### src/hdl/abex_pkg.sv
/*
 * abex_pkg: operation codes, flag positions, cycle counts and widths for the
 * arithmetic, logic, compare, skip and branch execute block.
 * assumes: a decoder upstream presents one operation at a time.
 */
package abex_pkg;
    localparam int DW = 8;
    localparam int PCW = 16;
    localparam int OFSW = 12;
    // status flag bit positions
    localparam int FL_C = 0;
    localparam int FL_Z = 1;
    localparam int FL_N = 2;
    localparam int FL_V = 3;
    localparam int FL_S = 4;
    localparam int FL_H = 5;
    localparam int FL_T = 6;
    localparam int FL_I = 7;
    localparam logic [7:0] ALL_ONES = 8'hff;
    localparam logic [2:0] CYC_ONE = 3'h1;
    localparam logic [2:0] CYC_TWO = 3'h2;
    localparam logic [2:0] CYC_THREE = 3'h3;
    localparam logic [2:0] CYC_FOUR = 3'h4;
    localparam logic [PCW-1:0] PC_STEP = 16'h0001;
    localparam logic [PCW-1:0] PC_SKIP1 = 16'h0002;
    localparam logic [PCW-1:0] PC_SKIP2 = 16'h0003;

    typedef enum logic [5:0] {
        OP_NOP, OP_ADD, OP_ADC, OP_ADD_WORD_IMM, OP_SUB, OP_DIFF_IMM, OP_DIFF_BORROW,
        OP_DIFF_IMM_BORROW, OP_WORD_MINUS_IMM, OP_AND, OP_AND_IMM, OP_OR, OP_OR_IMM,
        OP_XOR_REGS, OP_ONES_INVERT, OP_TWOS_COMPLEMENT, OP_SET_BITS_MASK,
        OP_CLEAR_BITS_MASK, OP_INC, OP_DEC, OP_ZERO_MINUS_TEST, OP_ZERO_REGISTER,
        OP_SET_ALL_ONES, OP_REL_JUMP, OP_IND_JUMP, OP_REL_CALL, OP_IND_CALL,
        OP_ROUTINE_EXIT, OP_IRQ_EXIT, OP_SKIP_IF_EQUAL, OP_CMP_REGS, OP_CMP_BORROW,
        OP_CMP_IMM, OP_SKIP_REG_CLR, OP_SKIP_REG_SET, OP_SKIP_IO_CLR, OP_SKIP_IO_SET,
        OP_BRANCH_SET, OP_BRANCH_CLR
    } abex_op_t;

    typedef enum logic [1:0] {
        ST_IDLE, ST_BUSY
    } abex_state_t;
endpackage

### src/hdl/abex_core.sv
/*
 * abex_core: executes one arithmetic, logic, compare, skip, jump, call,
 * return or conditional branch per request and reports result, flags, the
 * next program counter and the cycle cost by holding busy.
 * assumes: the register file, status register and stack sit outside; operands
 * are stable while op_valid is high and the core is idle.
 */
`timescale 1ns/1ps

module abex_core
    import abex_pkg::*;
(
    input  wire logic            ref_clk,
    input  wire logic            rst,
    input  wire logic            op_valid,
    input  wire abex_op_t        op_code,
    input  wire logic [DW-1:0]   opnd_d,
    input  wire logic [DW-1:0]   opnd_d_high,
    input  wire logic [DW-1:0]   opnd_r,
    input  wire logic [2:0]      bit_sel,
    input  wire logic [DW-1:0]   io_value,
    input  wire logic [OFSW-1:0] pc_offset,
    input  wire logic [PCW-1:0]  pc_now,
    input  wire logic [PCW-1:0]  z_pointer,
    input  wire logic [PCW-1:0]  stack_pc,
    input  wire logic            next_is_long,
    input  wire logic [7:0]      flags_in,
    output logic                 op_ready,
    output logic                 done,
    output logic [DW-1:0]        result_lo,
    output logic [DW-1:0]        result_hi,
    output logic                 write_lo,
    output logic                 write_hi,
    output logic [7:0]           flags_out,
    output logic [PCW-1:0]       pc_next,
    output logic                 push_pc,
    output logic [2:0]           cycles
);

    typedef struct packed {
        abex_state_t    state;
        logic [2:0]     left;
        logic           done;
        logic [DW-1:0]  result_lo;
        logic [DW-1:0]  result_hi;
        logic           write_lo;
        logic           write_hi;
        logic [7:0]     flags;
        logic [PCW-1:0] pc_next;
        logic           push_pc;
        logic [2:0]     cycles;
    } abex_regs_t;

    abex_regs_t cur;
    abex_regs_t next_cur;

    // combinational datapath results
    logic [DW:0]     sum9;
    logic [DW-1:0]   a_val;
    logic [DW-1:0]   b_val;
    logic            cin;
    logic            is_sub;
    logic [DW-1:0]   res8;
    logic            hc;
    logic            c8;
    logic            v8;
    logic [PCW-1:0]  word_in;
    logic [PCW:0]    word17;
    logic [PCW-1:0]  word_res;
    logic [PCW-1:0]  pc_rel;
    logic [PCW-1:0]  pc_seq;
    logic            cond;
    logic            flag_val;

    always_comb begin
        a_val = opnd_d;
        b_val = opnd_r;
        cin = 1'b0;
        is_sub = 1'b0;
        case (op_code)
            OP_ADC: begin
                cin = flags_in[FL_C];
            end
            OP_SUB, OP_DIFF_IMM, OP_CMP_REGS, OP_CMP_IMM: begin
                is_sub = 1'b1;
            end
            OP_DIFF_BORROW, OP_DIFF_IMM_BORROW, OP_CMP_BORROW: begin
                is_sub = 1'b1;
                cin = flags_in[FL_C];
            end
            OP_TWOS_COMPLEMENT: begin
                a_val = '0;
                b_val = opnd_d;
                is_sub = 1'b1;
            end
            default: begin
                cin = 1'b0;
            end
        endcase
        if (is_sub) begin
            sum9 = {1'b0, a_val} - {1'b0, b_val} - {{DW{1'b0}}, cin};
        end else begin
            sum9 = {1'b0, a_val} + {1'b0, b_val} + {{DW{1'b0}}, cin};
        end
        res8 = sum9[DW-1:0];
        c8 = sum9[DW];
        if (is_sub) begin
            hc = (~a_val[3] & b_val[3]) | (b_val[3] & res8[3]) | (res8[3] & ~a_val[3]);
            v8 = (a_val[7] & ~b_val[7] & ~res8[7]) | (~a_val[7] & b_val[7] & res8[7]);
        end else begin
            hc = (a_val[3] & b_val[3]) | (b_val[3] & ~res8[3]) | (~res8[3] & a_val[3]);
            v8 = (a_val[7] & b_val[7] & ~res8[7]) | (~a_val[7] & ~b_val[7] & res8[7]);
        end
    end

    // word operand: high byte over low byte, immediate in opnd_r
    assign word_in = {opnd_d_high, opnd_d};
    assign word17 = (op_code == OP_WORD_MINUS_IMM)
                  ? ({1'b0, word_in} - {{(PCW+1-DW){1'b0}}, opnd_r})
                  : ({1'b0, word_in} + {{(PCW+1-DW){1'b0}}, opnd_r});
    assign word_res = word17[PCW-1:0];
    assign pc_rel = pc_now + {{(PCW-OFSW){pc_offset[OFSW-1]}}, pc_offset} + PC_STEP;
    assign pc_seq = pc_now + PC_STEP;

    always_comb begin
        case (bit_sel)
            3'h0: flag_val = flags_in[FL_C];
            3'h1: flag_val = flags_in[FL_Z];
            3'h2: flag_val = flags_in[FL_N];
            3'h3: flag_val = flags_in[FL_V];
            3'h4: flag_val = flags_in[FL_S];
            3'h5: flag_val = flags_in[FL_H];
            3'h6: flag_val = flags_in[FL_T];
            default: flag_val = flags_in[FL_I];
        endcase
    end

    always_comb begin
        next_cur = cur;
        next_cur.done = 1'b0;
        next_cur.write_lo = 1'b0;
        next_cur.write_hi = 1'b0;
        next_cur.push_pc = 1'b0;
        cond = 1'b0;
        case (cur.state)
            ST_IDLE: begin
                if (op_valid) begin
                    next_cur.flags = flags_in;
                    next_cur.pc_next = pc_seq;
                    next_cur.cycles = CYC_ONE;
                    next_cur.result_lo = res8;
                    next_cur.result_hi = opnd_d_high;
                    case (op_code)
                        OP_ADD, OP_ADC, OP_SUB, OP_DIFF_IMM, OP_DIFF_BORROW,
                        OP_DIFF_IMM_BORROW, OP_TWOS_COMPLEMENT: begin
                            next_cur.write_lo = 1'b1;
                            next_cur.flags[FL_Z] = (res8 == '0);
                            next_cur.flags[FL_C] = c8;
                            next_cur.flags[FL_N] = res8[7];
                            next_cur.flags[FL_V] = v8;
                            next_cur.flags[FL_H] = hc;
                            next_cur.flags[FL_S] = res8[7] ^ v8;
                        end
                        OP_CMP_REGS, OP_CMP_BORROW, OP_CMP_IMM: begin
                            next_cur.flags[FL_Z] = (res8 == '0);
                            next_cur.flags[FL_C] = c8;
                            next_cur.flags[FL_N] = res8[7];
                            next_cur.flags[FL_V] = v8;
                            next_cur.flags[FL_H] = hc;
                            next_cur.flags[FL_S] = res8[7] ^ v8;
                        end
                        OP_ADD_WORD_IMM, OP_WORD_MINUS_IMM: begin
                            next_cur.result_lo = word_res[DW-1:0];
                            next_cur.result_hi = word_res[PCW-1:DW];
                            next_cur.write_lo = 1'b1;
                            next_cur.write_hi = 1'b1;
                            next_cur.flags[FL_Z] = (word_res == '0);
                            next_cur.flags[FL_C] = word17[PCW];
                            next_cur.flags[FL_N] = word_res[PCW-1];
                            next_cur.flags[FL_V] = (op_code == OP_ADD_WORD_IMM)
                                ? (~opnd_d_high[7] & word_res[PCW-1])
                                : (opnd_d_high[7] & ~word_res[PCW-1]);
                            next_cur.flags[FL_S] = word_res[PCW-1] ^ next_cur.flags[FL_V];
                            next_cur.cycles = CYC_TWO;
                        end
                        default: begin
                            next_cur.cycles = CYC_ONE;
                        end
                    endcase
                    // logic ops, mask ops, unary ops: Z N V only; ones invert also sets C, set all ones leaves the flags
                    case (op_code)
                        OP_AND, OP_AND_IMM: next_cur.result_lo = opnd_d & opnd_r;
                        // test ands the register with itself, the source port is not used
                        OP_ZERO_MINUS_TEST: next_cur.result_lo = opnd_d & opnd_d;
                        OP_OR, OP_OR_IMM, OP_SET_BITS_MASK: next_cur.result_lo = opnd_d | opnd_r;
                        OP_CLEAR_BITS_MASK: next_cur.result_lo = opnd_d & (ALL_ONES ^ opnd_r);
                        OP_XOR_REGS: next_cur.result_lo = opnd_d ^ opnd_r;
                        OP_ZERO_REGISTER: next_cur.result_lo = opnd_d ^ opnd_d;
                        OP_INC: next_cur.result_lo = opnd_d + 8'h01;
                        OP_DEC: next_cur.result_lo = opnd_d - 8'h01;
                        OP_ONES_INVERT: next_cur.result_lo = ALL_ONES - opnd_d;
                        OP_SET_ALL_ONES: next_cur.result_lo = ALL_ONES;
                        default: next_cur.result_lo = next_cur.result_lo;
                    endcase
                    case (op_code)
                        OP_AND, OP_AND_IMM, OP_ZERO_MINUS_TEST, OP_OR, OP_OR_IMM,
                        OP_SET_BITS_MASK, OP_CLEAR_BITS_MASK, OP_XOR_REGS,
                        OP_ZERO_REGISTER, OP_INC, OP_DEC, OP_ONES_INVERT: begin
                            next_cur.write_lo = 1'b1;
                            next_cur.flags[FL_Z] = (next_cur.result_lo == '0);
                            next_cur.flags[FL_N] = next_cur.result_lo[7];
                            next_cur.flags[FL_V] = 1'b0;
                            if (op_code == OP_INC) begin
                                next_cur.flags[FL_V] = (opnd_d == 8'h7f);
                            end
                            if (op_code == OP_DEC) begin
                                next_cur.flags[FL_V] = (opnd_d == 8'h80);
                            end
                            if (op_code == OP_ONES_INVERT) begin
                                next_cur.flags[FL_C] = 1'b1;
                            end
                        end
                        OP_SET_ALL_ONES: begin
                            next_cur.write_lo = 1'b1;
                        end
                        default: begin
                            next_cur.write_lo = next_cur.write_lo;
                        end
                    endcase
                    case (op_code)
                        OP_SKIP_IF_EQUAL: cond = (opnd_d == opnd_r);
                        OP_SKIP_REG_CLR: cond = ~opnd_r[bit_sel];
                        OP_SKIP_REG_SET: cond = opnd_r[bit_sel];
                        OP_SKIP_IO_CLR: cond = ~io_value[bit_sel];
                        OP_SKIP_IO_SET: cond = io_value[bit_sel];
                        OP_BRANCH_SET: cond = flag_val;
                        OP_BRANCH_CLR: cond = ~flag_val;
                        default: cond = 1'b0;
                    endcase
                    case (op_code)
                        OP_SKIP_IF_EQUAL, OP_SKIP_REG_CLR, OP_SKIP_REG_SET,
                        OP_SKIP_IO_CLR, OP_SKIP_IO_SET: begin
                            if (cond) begin
                                next_cur.pc_next = pc_now + (next_is_long ? PC_SKIP2 : PC_SKIP1);
                                next_cur.cycles = next_is_long ? CYC_THREE : CYC_TWO;
                            end
                        end
                        OP_BRANCH_SET, OP_BRANCH_CLR: begin
                            if (cond) begin
                                next_cur.pc_next = pc_rel;
                                next_cur.cycles = CYC_TWO;
                            end
                        end
                        OP_REL_JUMP: begin
                            next_cur.pc_next = pc_rel;
                            next_cur.cycles = CYC_TWO;
                        end
                        OP_IND_JUMP: begin
                            next_cur.pc_next = z_pointer;
                            next_cur.cycles = CYC_TWO;
                        end
                        OP_REL_CALL, OP_IND_CALL: begin
                            next_cur.pc_next = (op_code == OP_REL_CALL) ? pc_rel : z_pointer;
                            next_cur.push_pc = 1'b1;
                            next_cur.cycles = CYC_THREE;
                        end
                        OP_ROUTINE_EXIT, OP_IRQ_EXIT: begin
                            next_cur.pc_next = stack_pc;
                            next_cur.cycles = CYC_FOUR;
                            if (op_code == OP_IRQ_EXIT) begin
                                next_cur.flags[FL_I] = 1'b1;
                            end
                        end
                        default: begin
                            next_cur.pc_next = next_cur.pc_next;
                        end
                    endcase
                    next_cur.left = next_cur.cycles - CYC_ONE;
                    if (next_cur.cycles == CYC_ONE) begin
                        next_cur.done = 1'b1;
                    end else begin
                        next_cur.state = ST_BUSY;
                    end
                end
            end
            ST_BUSY: begin
                next_cur.left = cur.left - CYC_ONE;
                if (cur.left == CYC_ONE) begin
                    next_cur.done = 1'b1;
                    next_cur.state = ST_IDLE;
                end
            end
            default: begin
                next_cur.state = ST_IDLE;
            end
        endcase
    end

    always_ff @(posedge ref_clk) begin
        if (rst) begin
            cur <= '0;
        end else begin
            cur <= next_cur;
        end
    end

    // a new operation may only be accepted while idle
    assign op_ready = (cur.state == ST_IDLE);
    assign done = cur.done;
    assign result_lo = cur.result_lo;
    assign result_hi = cur.result_hi;
    assign write_lo = cur.write_lo;
    assign write_hi = cur.write_hi;
    assign flags_out = cur.flags;
    assign pc_next = cur.pc_next;
    assign push_pc = cur.push_pc;
    assign cycles = cur.cycles;

    property p_busy_len;
        @(posedge ref_clk) disable iff (rst)
        (op_ready && op_valid) |=> (cycles == CYC_ONE) || !op_ready;
    endproperty
    a_busy_len: assert property (p_busy_len) else $error("multi-cycle op did not go busy");

    property p_jump_two;
        @(posedge ref_clk) disable iff (rst)
        (op_ready && op_valid && op_code == OP_REL_JUMP) |=> !op_ready ##1 done && op_ready;
    endproperty
    a_jump_two: assert property (p_jump_two) else $error("jump not two cycles");

    property p_call_three;
        @(posedge ref_clk) disable iff (rst)
        (op_ready && op_valid && op_code == OP_IND_CALL)
            |=> push_pc && pc_next == $past(z_pointer) ##2 done;
    endproperty
    a_call_three: assert property (p_call_three) else $error("call not three cycles");

    property p_ret_four;
        @(posedge ref_clk) disable iff (rst)
        (op_ready && op_valid && op_code == OP_IRQ_EXIT) |=> flags_out[FL_I] ##3 done;
    endproperty
    a_ret_four: assert property (p_ret_four) else $error("irq exit wrong");

    property p_cmp_nowrite;
        @(posedge ref_clk) disable iff (rst)
        (op_ready && op_valid && op_code == OP_CMP_REGS) |=> !write_lo && done;
    endproperty
    a_cmp_nowrite: assert property (p_cmp_nowrite) else $error("compare wrote");

    property p_add_one;
        @(posedge ref_clk) disable iff (rst)
        (op_ready && op_valid && op_code == OP_ADD)
            |=> write_lo && done && result_lo == $past(opnd_d) + $past(opnd_r);
    endproperty
    a_add_one: assert property (p_add_one) else $error("add result wrong");

    property p_logic_v;
        @(posedge ref_clk) disable iff (rst)
        (op_ready && op_valid && op_code == OP_XOR_REGS) |=> !flags_out[FL_V];
    endproperty
    a_logic_v: assert property (p_logic_v) else $error("logic op left V set");

    property p_branch_cost;
        @(posedge ref_clk) disable iff (rst)
        (op_ready && op_valid && op_code == OP_BRANCH_SET && !flag_val)
            |=> done && cycles == CYC_ONE && pc_next == $past(pc_now) + PC_STEP;
    endproperty
    a_branch_cost: assert property (p_branch_cost) else $error("untaken branch wrong");

    property p_skip_eq;
        @(posedge ref_clk) disable iff (rst)
        (op_ready && op_valid && op_code == OP_SKIP_IF_EQUAL && opnd_d == opnd_r && !next_is_long)
            |=> cycles == CYC_TWO && pc_next == $past(pc_now) + PC_SKIP1;
    endproperty
    a_skip_eq: assert property (p_skip_eq) else $error("skip if equal wrong");

endmodule

### config.mk
export PLATFORM = sky130hd
export DESIGN_NAME = abex_core
export DESIGN_NICKNAME = d
export VERILOG_FILES = /design/src/hdl/abex_pkg.sv /design/src/hdl/abex_core.sv
export SDC_FILE = /design/constraint.sdc
export NUM_CORES = 1
export LEC_CHECK = 0
export ABC_AREA = 0
export BUFFER_PORTS_ARGS = -buffer_cell sky130_fd_sc_hd__buf_4
export CORE_ASPECT_RATIO = 0.9
export CORE_MARGIN = 1
export CORE_UTILIZATION = 35
export CTS_BUF_LIST = sky130_fd_sc_hd__clkbuf_2 sky130_fd_sc_hd__clkbuf_4 sky130_fd_sc_hd__clkbuf_8
export DETAILED_ROUTE_END_ITERATION = 16
export PLACE_DENSITY = 0.55
export SLEW_MARGIN = 20
export SYNTH_ARGS = -nofsm -noshare
export SYNTH_HDL_FRONTEND = slang
export SYNTH_SLANG_ARGS = --single-unit
export TNS_END_PERCENT = 20
### constraint.sdc
create_clock -name ref_clk -period 4.52 [get_ports ref_clk]
set_input_delay 0.904 -clock ref_clk [delete_from_list [all_inputs] [get_ports ref_clk]]
set_output_delay 0.904 -clock ref_clk [all_outputs]
set_load 0.02 [all_outputs]
## Word-level counts from Yosys, hierarchy flattened

Index checks and enable logic that the tools add are counted.

- Logic and storage cells: 199
- Flip-flop bits (word level): 52
- Bits of input ports: 113

- Bitwise logic cells: 43
- Eq/ne operators: 53
- Reductions and logical operators: 24
- Magnitude comparators: 1
- Add/sub/neg operators: 15
- Mux-type cells: 52

Operators with widths:

| operator | count |
|---|---|
| 6-bit by 5-bit equality test with 1-bit output, second input constant | 16 |
| 16-bit one-hot mux with 6 select lines | 1 |
| 8-bit one-hot mux with 10 select lines | 1 |
| 16-bit 2-to-1 mux | 4 |
| 52-bit 2-to-1 mux | 1 |
| 6-bit by 4-bit equality test with 1-bit output, second input constant | 8 |
| 6-bit equality test, second input constant | 7 |
| 16-bit by 1-bit adder with 16-bit output, second input constant | 2 |
| 8-bit 2-to-1 mux | 4 |
| 8-bit AND | 3 |
| 6-bit by 3-bit equality test with 1-bit output, second input constant | 4 |
| 1-bit 2-to-1 mux | 23 |
| 16-bit by 8-bit adder with 17-bit output | 1 |
| 17-bit 2-to-1 mux | 1 |
| 16-bit by 8-bit subtractor with 17-bit output | 1 |
| 16-bit adder | 1 |
| 16-bit by 2-bit adder with 16-bit output | 1 |
| 1-bit AND | 16 |
| 16-bit logical NOT | 1 |
| 8-bit logical NOT | 2 |
| 8-bit bitwise XOR | 2 |
| 3-bit one-hot mux with 5 select lines | 1 |
| 1-bit one-hot mux with 7 select lines | 2 |
| 13-bit OR reduction | 1 |
| 45 further kinds | 84 |

## Depth between registers and ports, before layout

Gate-level depths: netlist of run 1.

- Word-level depth: 15
- Gate-level depth with buffers: 20
- Depth with buffers taken out: 17

## Least setup slack after synthesis of run 1

Ideal clock, no wire load.

- Path type: in2reg
- From: in op_code[3]
- To: reg cur (netlist bit flags_out[1])
- Data arrival time: 4391 ps
- Buffers on the path: 3
- Stages: 18
- Slack: 12 ps
- Cells stage by stage: buf_2 -> buf_2 -> nor4bb_1 -> nand3_1 -> clkbuf_1 -> nand2_1 -> o21ai_0 -> fa_1 -> inv_1 -> ha_1 -> and4_1 -> a21oi_1 -> o21ai_0 -> xor2_1 -> a21oi_1 -> o221a_2 -> a22o_1 -> a41o_1

- Longest elaborated chain between the ends: 11
- Elaborated cells on any way between the ends: 51
- Those cells by class: add/sub (4); eq/ne (25); mux (12); reduce/logical (10)

RTL lines:

| item | RTL line | text |
|---|---|---|
| start, declared | abex_core.sv:16 | `input wire abex_op_t op_code,` |
| 6-bit by 4-bit equality test with 1-bit output, or another cell as far along | abex_core.sv:80, abex_core.sv:153 |  |
| 8-bit 2-to-1 mux or 4-bit OR reduction (tied branches) | - |  |
| 8-bit by 8-bit adder with 9-bit output, or another cell as far along | abex_core.sv:103 | `sum9 = {1'b0, a_val} + {1'b0, b_val} + {{DW{1'b0}}, cin};` |
| 9-bit by 1-bit adder with 9-bit output or 9-bit by 1-bit subtractor with 9-bit output (tied branches) | abex_core.sv:103, abex_core.sv:101 |  |
| 9-bit 2-to-1 mux | abex_core.sv:100 | `if (is_sub) begin` |
| 16-bit 2-to-1 mux | abex_core.sv:153 | `case (op_code)` |
| 8-bit one-hot mux with 10 select lines | abex_core.sv:191 | `case (op_code)` |
| 8-bit 2-to-1 mux | abex_core.sv:147 | `if (op_valid) begin` |
| 8-bit 2-to-1 mux | abex_core.sv:145 | `case (cur.state)` |
| 8-bit logical NOT | abex_core.sv:210 | `next_cur.flags[FL_Z] = (next_cur.result_lo == '0);` |
| 4-bit 2-to-1 mux * | abex_core.sv:205 | `case (op_code)` |
| end signal, assigned | abex_core.sv:303 | `cur <= next_cur;` |
| end, declared | abex_core.sv:54 | `abex_regs_t cur;` |

Every way passes the cells marked *; elsewhere a longest branch is shown, timed or not. The select of a mux whose other input is x is not followed.
A chain may end at the register's enable or synchronous reset.

## Final worst setup path of run 1

- From: in op_code[2]
- To: reg cur (netlist bit flags_out[1])

Same word-level chain as after synthesis.

==> results of run 1 <==
## synthesized netlist by cell type, types with 5 or more instances
cell	instances
nand2b_1	21
or2_2	8
buf_4	43
dfxtp_1	51
and3_1	10
or3_1	8
a31oi_1	8
o2111ai_1	5
xnor2_1	51
buf_2	11
a21o_1	12
o21ai_0	64
a21oi_1	85
nand2_1	95
a211oi_1	27
clkbuf_1	44
o21a_1	8
xor2_1	26
o22ai_1	7
a221o_1	8
o221ai_1	6
nor2_1	122
nor4_1	8
mux2i_1	14
o211ai_1	19
nand3_1	29
nand4_1	12
inv_1	61
a311oi_1	8
o21bai_1	7
a211o_1	6
o31ai_1	9
a221oi_1	16
nor3_1	43
fa_1	7
ha_1	75
nor2b_1	15
## cells by family after synthesis
family,Yosys count
AND/OR/NAND/NOR,399
XOR/XNOR,77
AO/OA/AOI/OAI,341
flip-flops,51
adder cells (fa/ha/maj),82
buffers and inverters,163
multiplexers,20
## flip-flops by register name (all words and copies together) (netlist names)
signal     flops
cur            4
cycles         3
done           1
flags_out      8
pc_next       16
push_pc        1
result_hi      8
result_lo      8
write_hi       1
write_lo       1
## routing by layer
metal / global-route usage / wire, microns / vias up
met1: 0.338 / 13600 / 4226
met3: 0.0324 / 1870 / 37
met5: 0 / 0 / -
met4: 0.0717 / 853 / 0
li1: - / - / 4379
met2: 0.424 / 14200 / 313
## where the power goes
group | internal (uW) | total [uW] | switching, uW
registers | 492 | 518 | 26.1
logic | 475 | 1100 | 629
clock network | 165 | 329 | 163
## final timing paths
| kind | cells after the start | slack, ps | start | end |
|---|---|---|---|---|
| hold / removal | 2 | 460 | result_hi[6] | result_hi[6] |
| setup / recovery | 16 | 280 | op_code[2] | flags_out[1] |
| hold reg to reg | 2 | 460 | result_hi[6] | result_hi[6] |
| setup reg to reg | 6 | 2640 | cur[50] | pc_next[4] |
## worst reg2reg max path, delay by kind of cell (launching register included)
family,cells,cell delay [ps]
AO/OA/AOI/OAI,2,790
buffers and inverters,2,380
flip-flops,1,400
AND/OR/NAND/NOR,2,180
## stage by stage
stage	hold slack [ps]	worst slack, ps	cells
6_report	458	283	1575
5_1_grt	484	3.96	1575
4_1_cts	463	229	1575
3_5_place_dp	449	-38.1	1567
3_3_place_gp	446	40.1	1567
2_1_floorplan	432	12.3	1133
## layout make-up
| class | instances | area (sq um) | area share |
|---|---|---|---|
| Clock buffer | 5 | 68.8 | 0.00701 |
| Clock inverter | 3 | 43.8 | 0.00446 |
| Inverter | 61 | 229 | 0.0233 |
| Multi-Input combinational cell | 919 | 6290 | 0.640 |
| Sequential cell | 51 | 1020 | 0.104 |
| Tap cell | 297 | 372 | 0.0379 |
| Timing Repair Buffer | 239 | 1790 | 0.183 |
## cells in the final DEF (no fill, tap or decap), types with 8 or more instances in the layout
master    instances
or2_2             8
a211oi_1         26
o21a_1            8
nor3_1           43
nor2b_1          14
nand2b_1         21
nand3_1          29
mux2i_1          13
a21o_1           12
and3_1           10
a221oi_1         16
xor2_1           26
a21oi_1          84
a311oi_1          8
dfxtp_1          51
o211ai_1         19
o31ai_1           9
nor4_1            8
nand4_1          12
inv_1            61
nand2_1          95
ha_1             75
a221o_1           8
xnor2_1          51
or3_1             8
nor2_1          122
o21ai_0          64
buf_4           239
a31oi_1           8
==> results list, run 1 <==
- Status: completed
- Worst Path Required: 4770 ps
- In this run, CTS created clock tree buffers numbering 5.
- The worst setup path is of the in -> reg kind.
- After clock tree synthesis, the flow added hold-fix buffers numbering 0.
- Across the routed clock network, the largest skew measured is 6.29 ps.
- Leakage Power: 0.00438 uW
* Largest family of logic cells by synthesized area: compound AO/OA/AOI/OAI gates
* RSZ-0062 raised after global routing: false
* Summed instance area of the synthesized netlist: 0.00810 sq mm
* Post-synth EDFFs: 0
* Slowest library cell on the worst path: or3_1
* Max-Slew Margin vs Limit: 0.476
- Share of synthesized area occupied by flip-flops and latches: 0.126
- In this run the core area contains 52 standard-cell rows.
- For this block, the initial DRC count from the detailed router was 626.
- The cell sitting at the root of the clock tree is a clkbuf_8.
- I/O pin total: 161
- The synthesized design contains 51 register bits.
* Distinct cell type count after synthesis: 83
- Grt ovf: 0
* Placed cell areas: 0.00969 sq mm
- Wires add up to 30500 microns.
* Highest clock frequency the design can meet: 236 MHz
- The floorplan step set the die height to 146 microns.
- Area fraction of the dominant cell type after synthesis: 0.126
- Fraction of layout cells with a size suffix above 1: 0.219
- For the finished layout, the period the worst path requires is 4240 ps.
- GPL Wtd Cong: 0.940
* Number of clock sinks: 51
- Die Area: 0.0237 sq mm
* Number of nets still failing antenna checks after routing: 0
- Worst-path fanout max: 20
- Wire length per cell: 19.4 microns
- Port Buffers: 160
* PostCTS Resize Cnt: 0
* Setup crit start kind: input pin
* Post-synthesis share of cell area spent on xor and xnor gates: 0.0833
- For this run, the leading register cell type out of synthesis is dfxtp_1.
- Using the TritonRoute via totals, the vias-per-cell ratio works out to 5.69.
* Ant diodes: 0
- Power density of the placed cells: 199 mW/mm^2
- After routing the design area is 0.00981 sq mm.
- The number of nets in the synthesized netlist is 1328.
- Post-synthesis share of cell area spent on full adders, half adders and majority gates: 0.133
- The first global-routing pass estimated 47400 microns of wire.
- Gate family responsible for the most delay along the worst path: simple AND/OR/NAND/NOR gates
* Total number of vias: 8955
* Worst path bufs/invs: 2
- Of all flip-flops after synthesis, the portion carrying an async set or reset was 0.
* Number of antenna violations at the first check in global routing: 0
- The biggest area contributor in the post-synthesis netlist is dfxtp_1.
* Synthesized area per cell: 7.15 sq um
- Area growth from synthesis to layout: 21.2%
- Pins Over Slew Limit: 0
- At the end of the flow, the number of nets in the layout was 1472.
- Setup violations remaining at the end of the flow were counted as 0.
- Area fraction in compound gates after synthesis: 0.286
* Number of global-route vias before repair: 8428
- Clock tree from TritonCTS: yes
* Final core area utilization: 0.435
* Synth Warn #: 0
- After routing, the total negative slack on setup checks comes to 0 ps.
- Initial DRT Pass Iterations: 5
* Maximum number of pins on one net before global-route repair: 53
- Delay contributed by the slowest stage of the critical path: 400 ps
- Area contributors post-synth: dfxtp_1 (13%), ha_1 (12%), nor2_1 (5.7%)
- Clk Latency, worst-skew pair: 310 ps
* Hold Violations, Final: 0
- Fillers: 2449
* Portion of netlist area occupied by mux cells: 0.0312
- Clock slew seen by the registers of the worst setup and hold paths: 100 ps
- The worst setup path is captured at a register.
- Max IR drop VDD: 133 uV
- The number of setup buffers added after CTS is 0.
* Reported max-cap violation count: 0
* Die boundary width: 162 microns
- The path class of the tightest hold or removal check is reg -> reg.
* Simple logic cell fraction of the synthesized area: 0.240
* Crit path DAT: 4490 ps
* H-tree Lvls: 2
- For this run, the total global-route usage over all layers was measured as 0.253.
* Final clock period utilization by the worst path: 0.937
* Placeable core region: 0.0226 sq mm
- Pin slew with the least headroom to its limit: 787 ps
- CTS Buffer Depth: 2
- Traced cell by cell, the critical path runs through buf_4 > buf_4 > nor2b_1 > and3_1 > nor2_1 > xnor2_1 > ha_1 > a211oi_2 > or3_1 > a21oi_1 > a41oi_1 > xnor2_1 > nor4_1 > nand4b_1 > o41ai_1 > a41o_1.
- Remaining design rule violation count: 0
- For this configuration, the core starts out at a cell density of 0.359.
* Synthesized netlist cell count: 1133
* Final Total Pwr: 1950 uW
- Detail Placement HPWL: 25200 microns
Power figures use the tool's default switching activity.
==> run 2: changes to the inputs <==
Settings changed: CAP_MARGIN set to 20, CORE_MARGIN 1 to 1.5, PLACE_DENSITY 0.55 to 0.65.
==> run 2 against run 1 <==
Effect of this change:
- die area grew 1.3%
- sequential power is essentially flat
- routed wire length decreased by 0.81%
- cell count is 0.95% lower
- combinational power about the same
- largest cell class unchanged
- register-to-register slack lost 160 ps
- worst hold slack got worse by 0.66 ps
==> results list, run 2 (synthesized netlist as in run 1, its figures left out) <==
- Wire length per cell: 19.4 microns (about the same)
- Max reg flops: 16 (unchanged)
- Maximum number of pins on one net before global-route repair: 45 (was 53)
- The global-route congestion overflow total came to 0 (unchanged).
- The fmax came to 235 MHz (was 236 MHz).
* Pins Over Slew Limit: 0 (unchanged)
- Number of nets still failing antenna checks after routing: 0 (unchanged)
* Total global-route track usage: 0.248 (was 0.253)
- Number of clock sinks: 51 (unchanged)
- The actual slew at the worst max-slew pin is 828 ps (was 787 ps).
- Net count of the finished layout: 1457 (was 1472)
- Worst Path Required: 4690 ps (was 4770 ps)
- The number of diodes added for antenna fixing was 0 (unchanged).
- Setup crit start kind: input pin (unchanged)
- H-tree Lvls: 2 (unchanged)
* Post-CTS setup buffer count: 0 (unchanged)
- Clk Latency, worst-skew pair: 310 ps (about the same)
* Design area: 0.00968 sq mm (was 0.00981 sq mm)
- The startpoint of the worst-slack reg-to-reg timing path was cur[50] (unchanged).
* Fin Clk Skew: 5.97 ps (was 6.29 ps)
- The area occupied by multi-input gates is 0.00628 sq mm (was 0.00629 sq mm).
* I/O pin total: 161 (unchanged)
* Port Buffers: 160 (unchanged)
- Effective utilization at floorplan: 0.359 (unchanged)
- Fraction of layout cells with a size suffix above 1: 0.208 (was 0.219)
* Final setup vio count: 0 (unchanged)
- RSZ-0062 raised after global routing: false (unchanged).
- The classification of the worst setup path was in -> reg (unchanged).
- The commonest non-fill, non-tap cell in the layout was buf_4 (unchanged).
- The kind of cell adding the most delay to the critical path was compound AO/OA/AOI/OAI gates (was simple AND/OR/NAND/NOR gates).
- The global-route wire length before repair was 46900 microns (was 47400 microns).
- The start point of the worst min-delay path is pc_next[6] (was result_hi[6]).
* Reported max-cap violation count: 0 (unchanged)
- Kind of path behind the tightest hold check: reg -> reg (unchanged)
- DRC violation total after the first TritonRoute iteration: 830 (was 626)
* Number of global-route vias before repair: 8509 (was 8428)
* Final core area utilization: 0.429 (was 0.435)
* Clock period minus worst slack: 4250 ps (was 4240 ps)
* Status: completed (unchanged)
* Placed cell areas: 0.00958 sq mm (was 0.00969 sq mm)
* Remaining design rule violation count: 0 (unchanged)
- Max IR drop VDD: 132 uV (was 133 uV)
- Cell-by-cell trace of the critical path: buf_4 > nor4bb_1 > buf_4 > nand3_1 > buf_4 > nand2_1 > o21ai_0 > ha_1 > buf_4 > a21oi_1 > nor2_1 > o31ai_1 > buf_4 > xnor2_1 > nor2_1 > a21oi_1 > o221a_2 > nor2b_1 > o32ai_1 (was buf_4 > buf_4 > nor2b_1 > and3_1 > nor2_1 > xnor2_1 > ha_1 > a211oi_2 > or3_1 > a21oi_1 > a41oi_1 > xnor2_1 > nor4_1 > nand4b_1 > o41ai_1 > a41o_1)
* Initial DRT Pass Iterations: 5 (unchanged)
- The die width was 163 microns (was 162 microns).
* Detail Placement HPWL: 24700 microns (was 25200 microns)
- The share of the clock period used by the worst path came to 0.940 (was 0.937).
- CP endpoint kind: register (unchanged)
* Root buffer cell: clkbuf_8 (unchanged)
- Most frequent CP cell: buf_4
- Area growth from synthesis to layout: 19.6% (was 21.2%)
- Worst-path fanout max: 6 (was 20)
- Die Height: 147 microns (was 146 microns)
- The area of the core region is 0.0226 sq mm (unchanged).
- The ratio of routed vias to standard cells was 5.83 (was 5.69).
* Worst path bufs/invs: 5 (was 2)
* Total number of vias: 9096 (was 8955)
- The maximum count of clock buffers along a single path was 2 (unchanged).
- The total number of placement rows came to 52 (unchanged).
- Highest-count cells in the layout ignoring fill and taps: buf_4 (224), nor2_1 (122), nand2_1 (95), a21oi_1 (84), ha_1 (75) (was buf_4 (239), nor2_1 (122), nand2_1 (95), a21oi_1 (84), ha_1 (75))
* Clock tree from TritonCTS: yes (unchanged)
- The power density relative to cell area was 195 mW/mm^2 (was 199 mW/mm^2).
- Post-detailed-routing wire length: 30300 microns (was 30500 microns)
- GPL Wtd Cong: 0.981 (was 0.940)
- Slowest library cell on the worst path: ha_1 (was or3_1)
- Delay contributed by the slowest stage of the critical path: 330 ps (was 400 ps)
- Fillers: 2349 (was 2449)
- Crit path DAT: 4420 ps (was 4490 ps)
- The initial antenna violation count came to 0 (unchanged).
* Total area of sequential cells: 0.00102 sq mm (unchanged)
- The leakage power came to 0.00430 uW (was 0.00438 uW).
- Worst setup path start: op_code[4] (was op_code[2])
- The clock-pin slew on the worst setup and hold paths was 90 ps (was 100 ps).
- The full die area came to 0.0241 sq mm (was 0.0237 sq mm).
- The final number of hold-violating endpoints is 0 (unchanged).
* Max-Slew Margin vs Limit: 0.448 (was 0.476)
- TritonCTS buffer count: 5 (unchanged)
==> run 2: per-layer routing <==
| metal | wire [microns] | vias to the layer above | GRT usage | share of wire |
|---|---|---|---|---|
| li1 | - | 4374 | - | - |
| met1 | 13100 | 4218 | 0.330 | 0.43 |
| met2 | 13200 | 434 | 0.392 | 0.44 |
| met3 | 2750 | 70 | 0.0460 | 0.091 |
| met4 | 1190 | 0 | 0.0995 | 0.039 |
| met5 | 0 | - | 0 | 0 |
==> run 2: final cells by class <==
cell class,instances,area share
clock inverter,1,0.000905
sequential,51,0.105
inverter,61,0.0237
multi-input combinational,919,0.649
tap,297,0.0384
clock buffer,7,0.00931
timing repair buffer,224,0.174
==> run 2: per-stage QoR <==
step / hold slack, ps / TNS [ps] / setup WS (ps) / cells / total power [uW]
floorplan: 432 / 0 / 12.3 / 1133 / 1220
global placement: 447 / -18.2 / -18.2 / 1552 / 1580
detailed placement: 447 / -42.1 / -42.1 / 1552 / 1590
CTS: 462 / 0 / 262 / 1560 / 1880
global route: 488 / 0 / 21.6 / 1560 / 2010
finish: 457 / 0 / 270 / 1560 / 1890
==> run 2: repair_timing <==
action | CTS | global route
resized for setup | 0 | 2
setup endpoints to repair | 0 | 1
hold buffers | 0 | 0
==> run 2: worst reg2reg max path, delay by kind of cell, from the launching register on <==
family / cells / cell delay (ps)
AO/OA/AOI/OAI: 4 / 550
AND/OR/NAND/NOR: 4 / 1050
flip-flops: 1 / 390
==> run 2: worst paths after layout <==
kind,to,cells past startpoint,slack [ps]
setup reg to reg,flags_out[1],8,2480
hold / removal,pc_next[6],2,460
hold reg to reg,pc_next[6],2,460
setup / recovery,flags_out[2],19,270
==> run 2: power breakdown <==
part | switching (uW) | leakage (uW) | internal (uW)
sequential | 25.4 | 0.000421 | 492
combinational | 621 | 0.00383 | 460
clock | 157 | 0.0000519 | 132
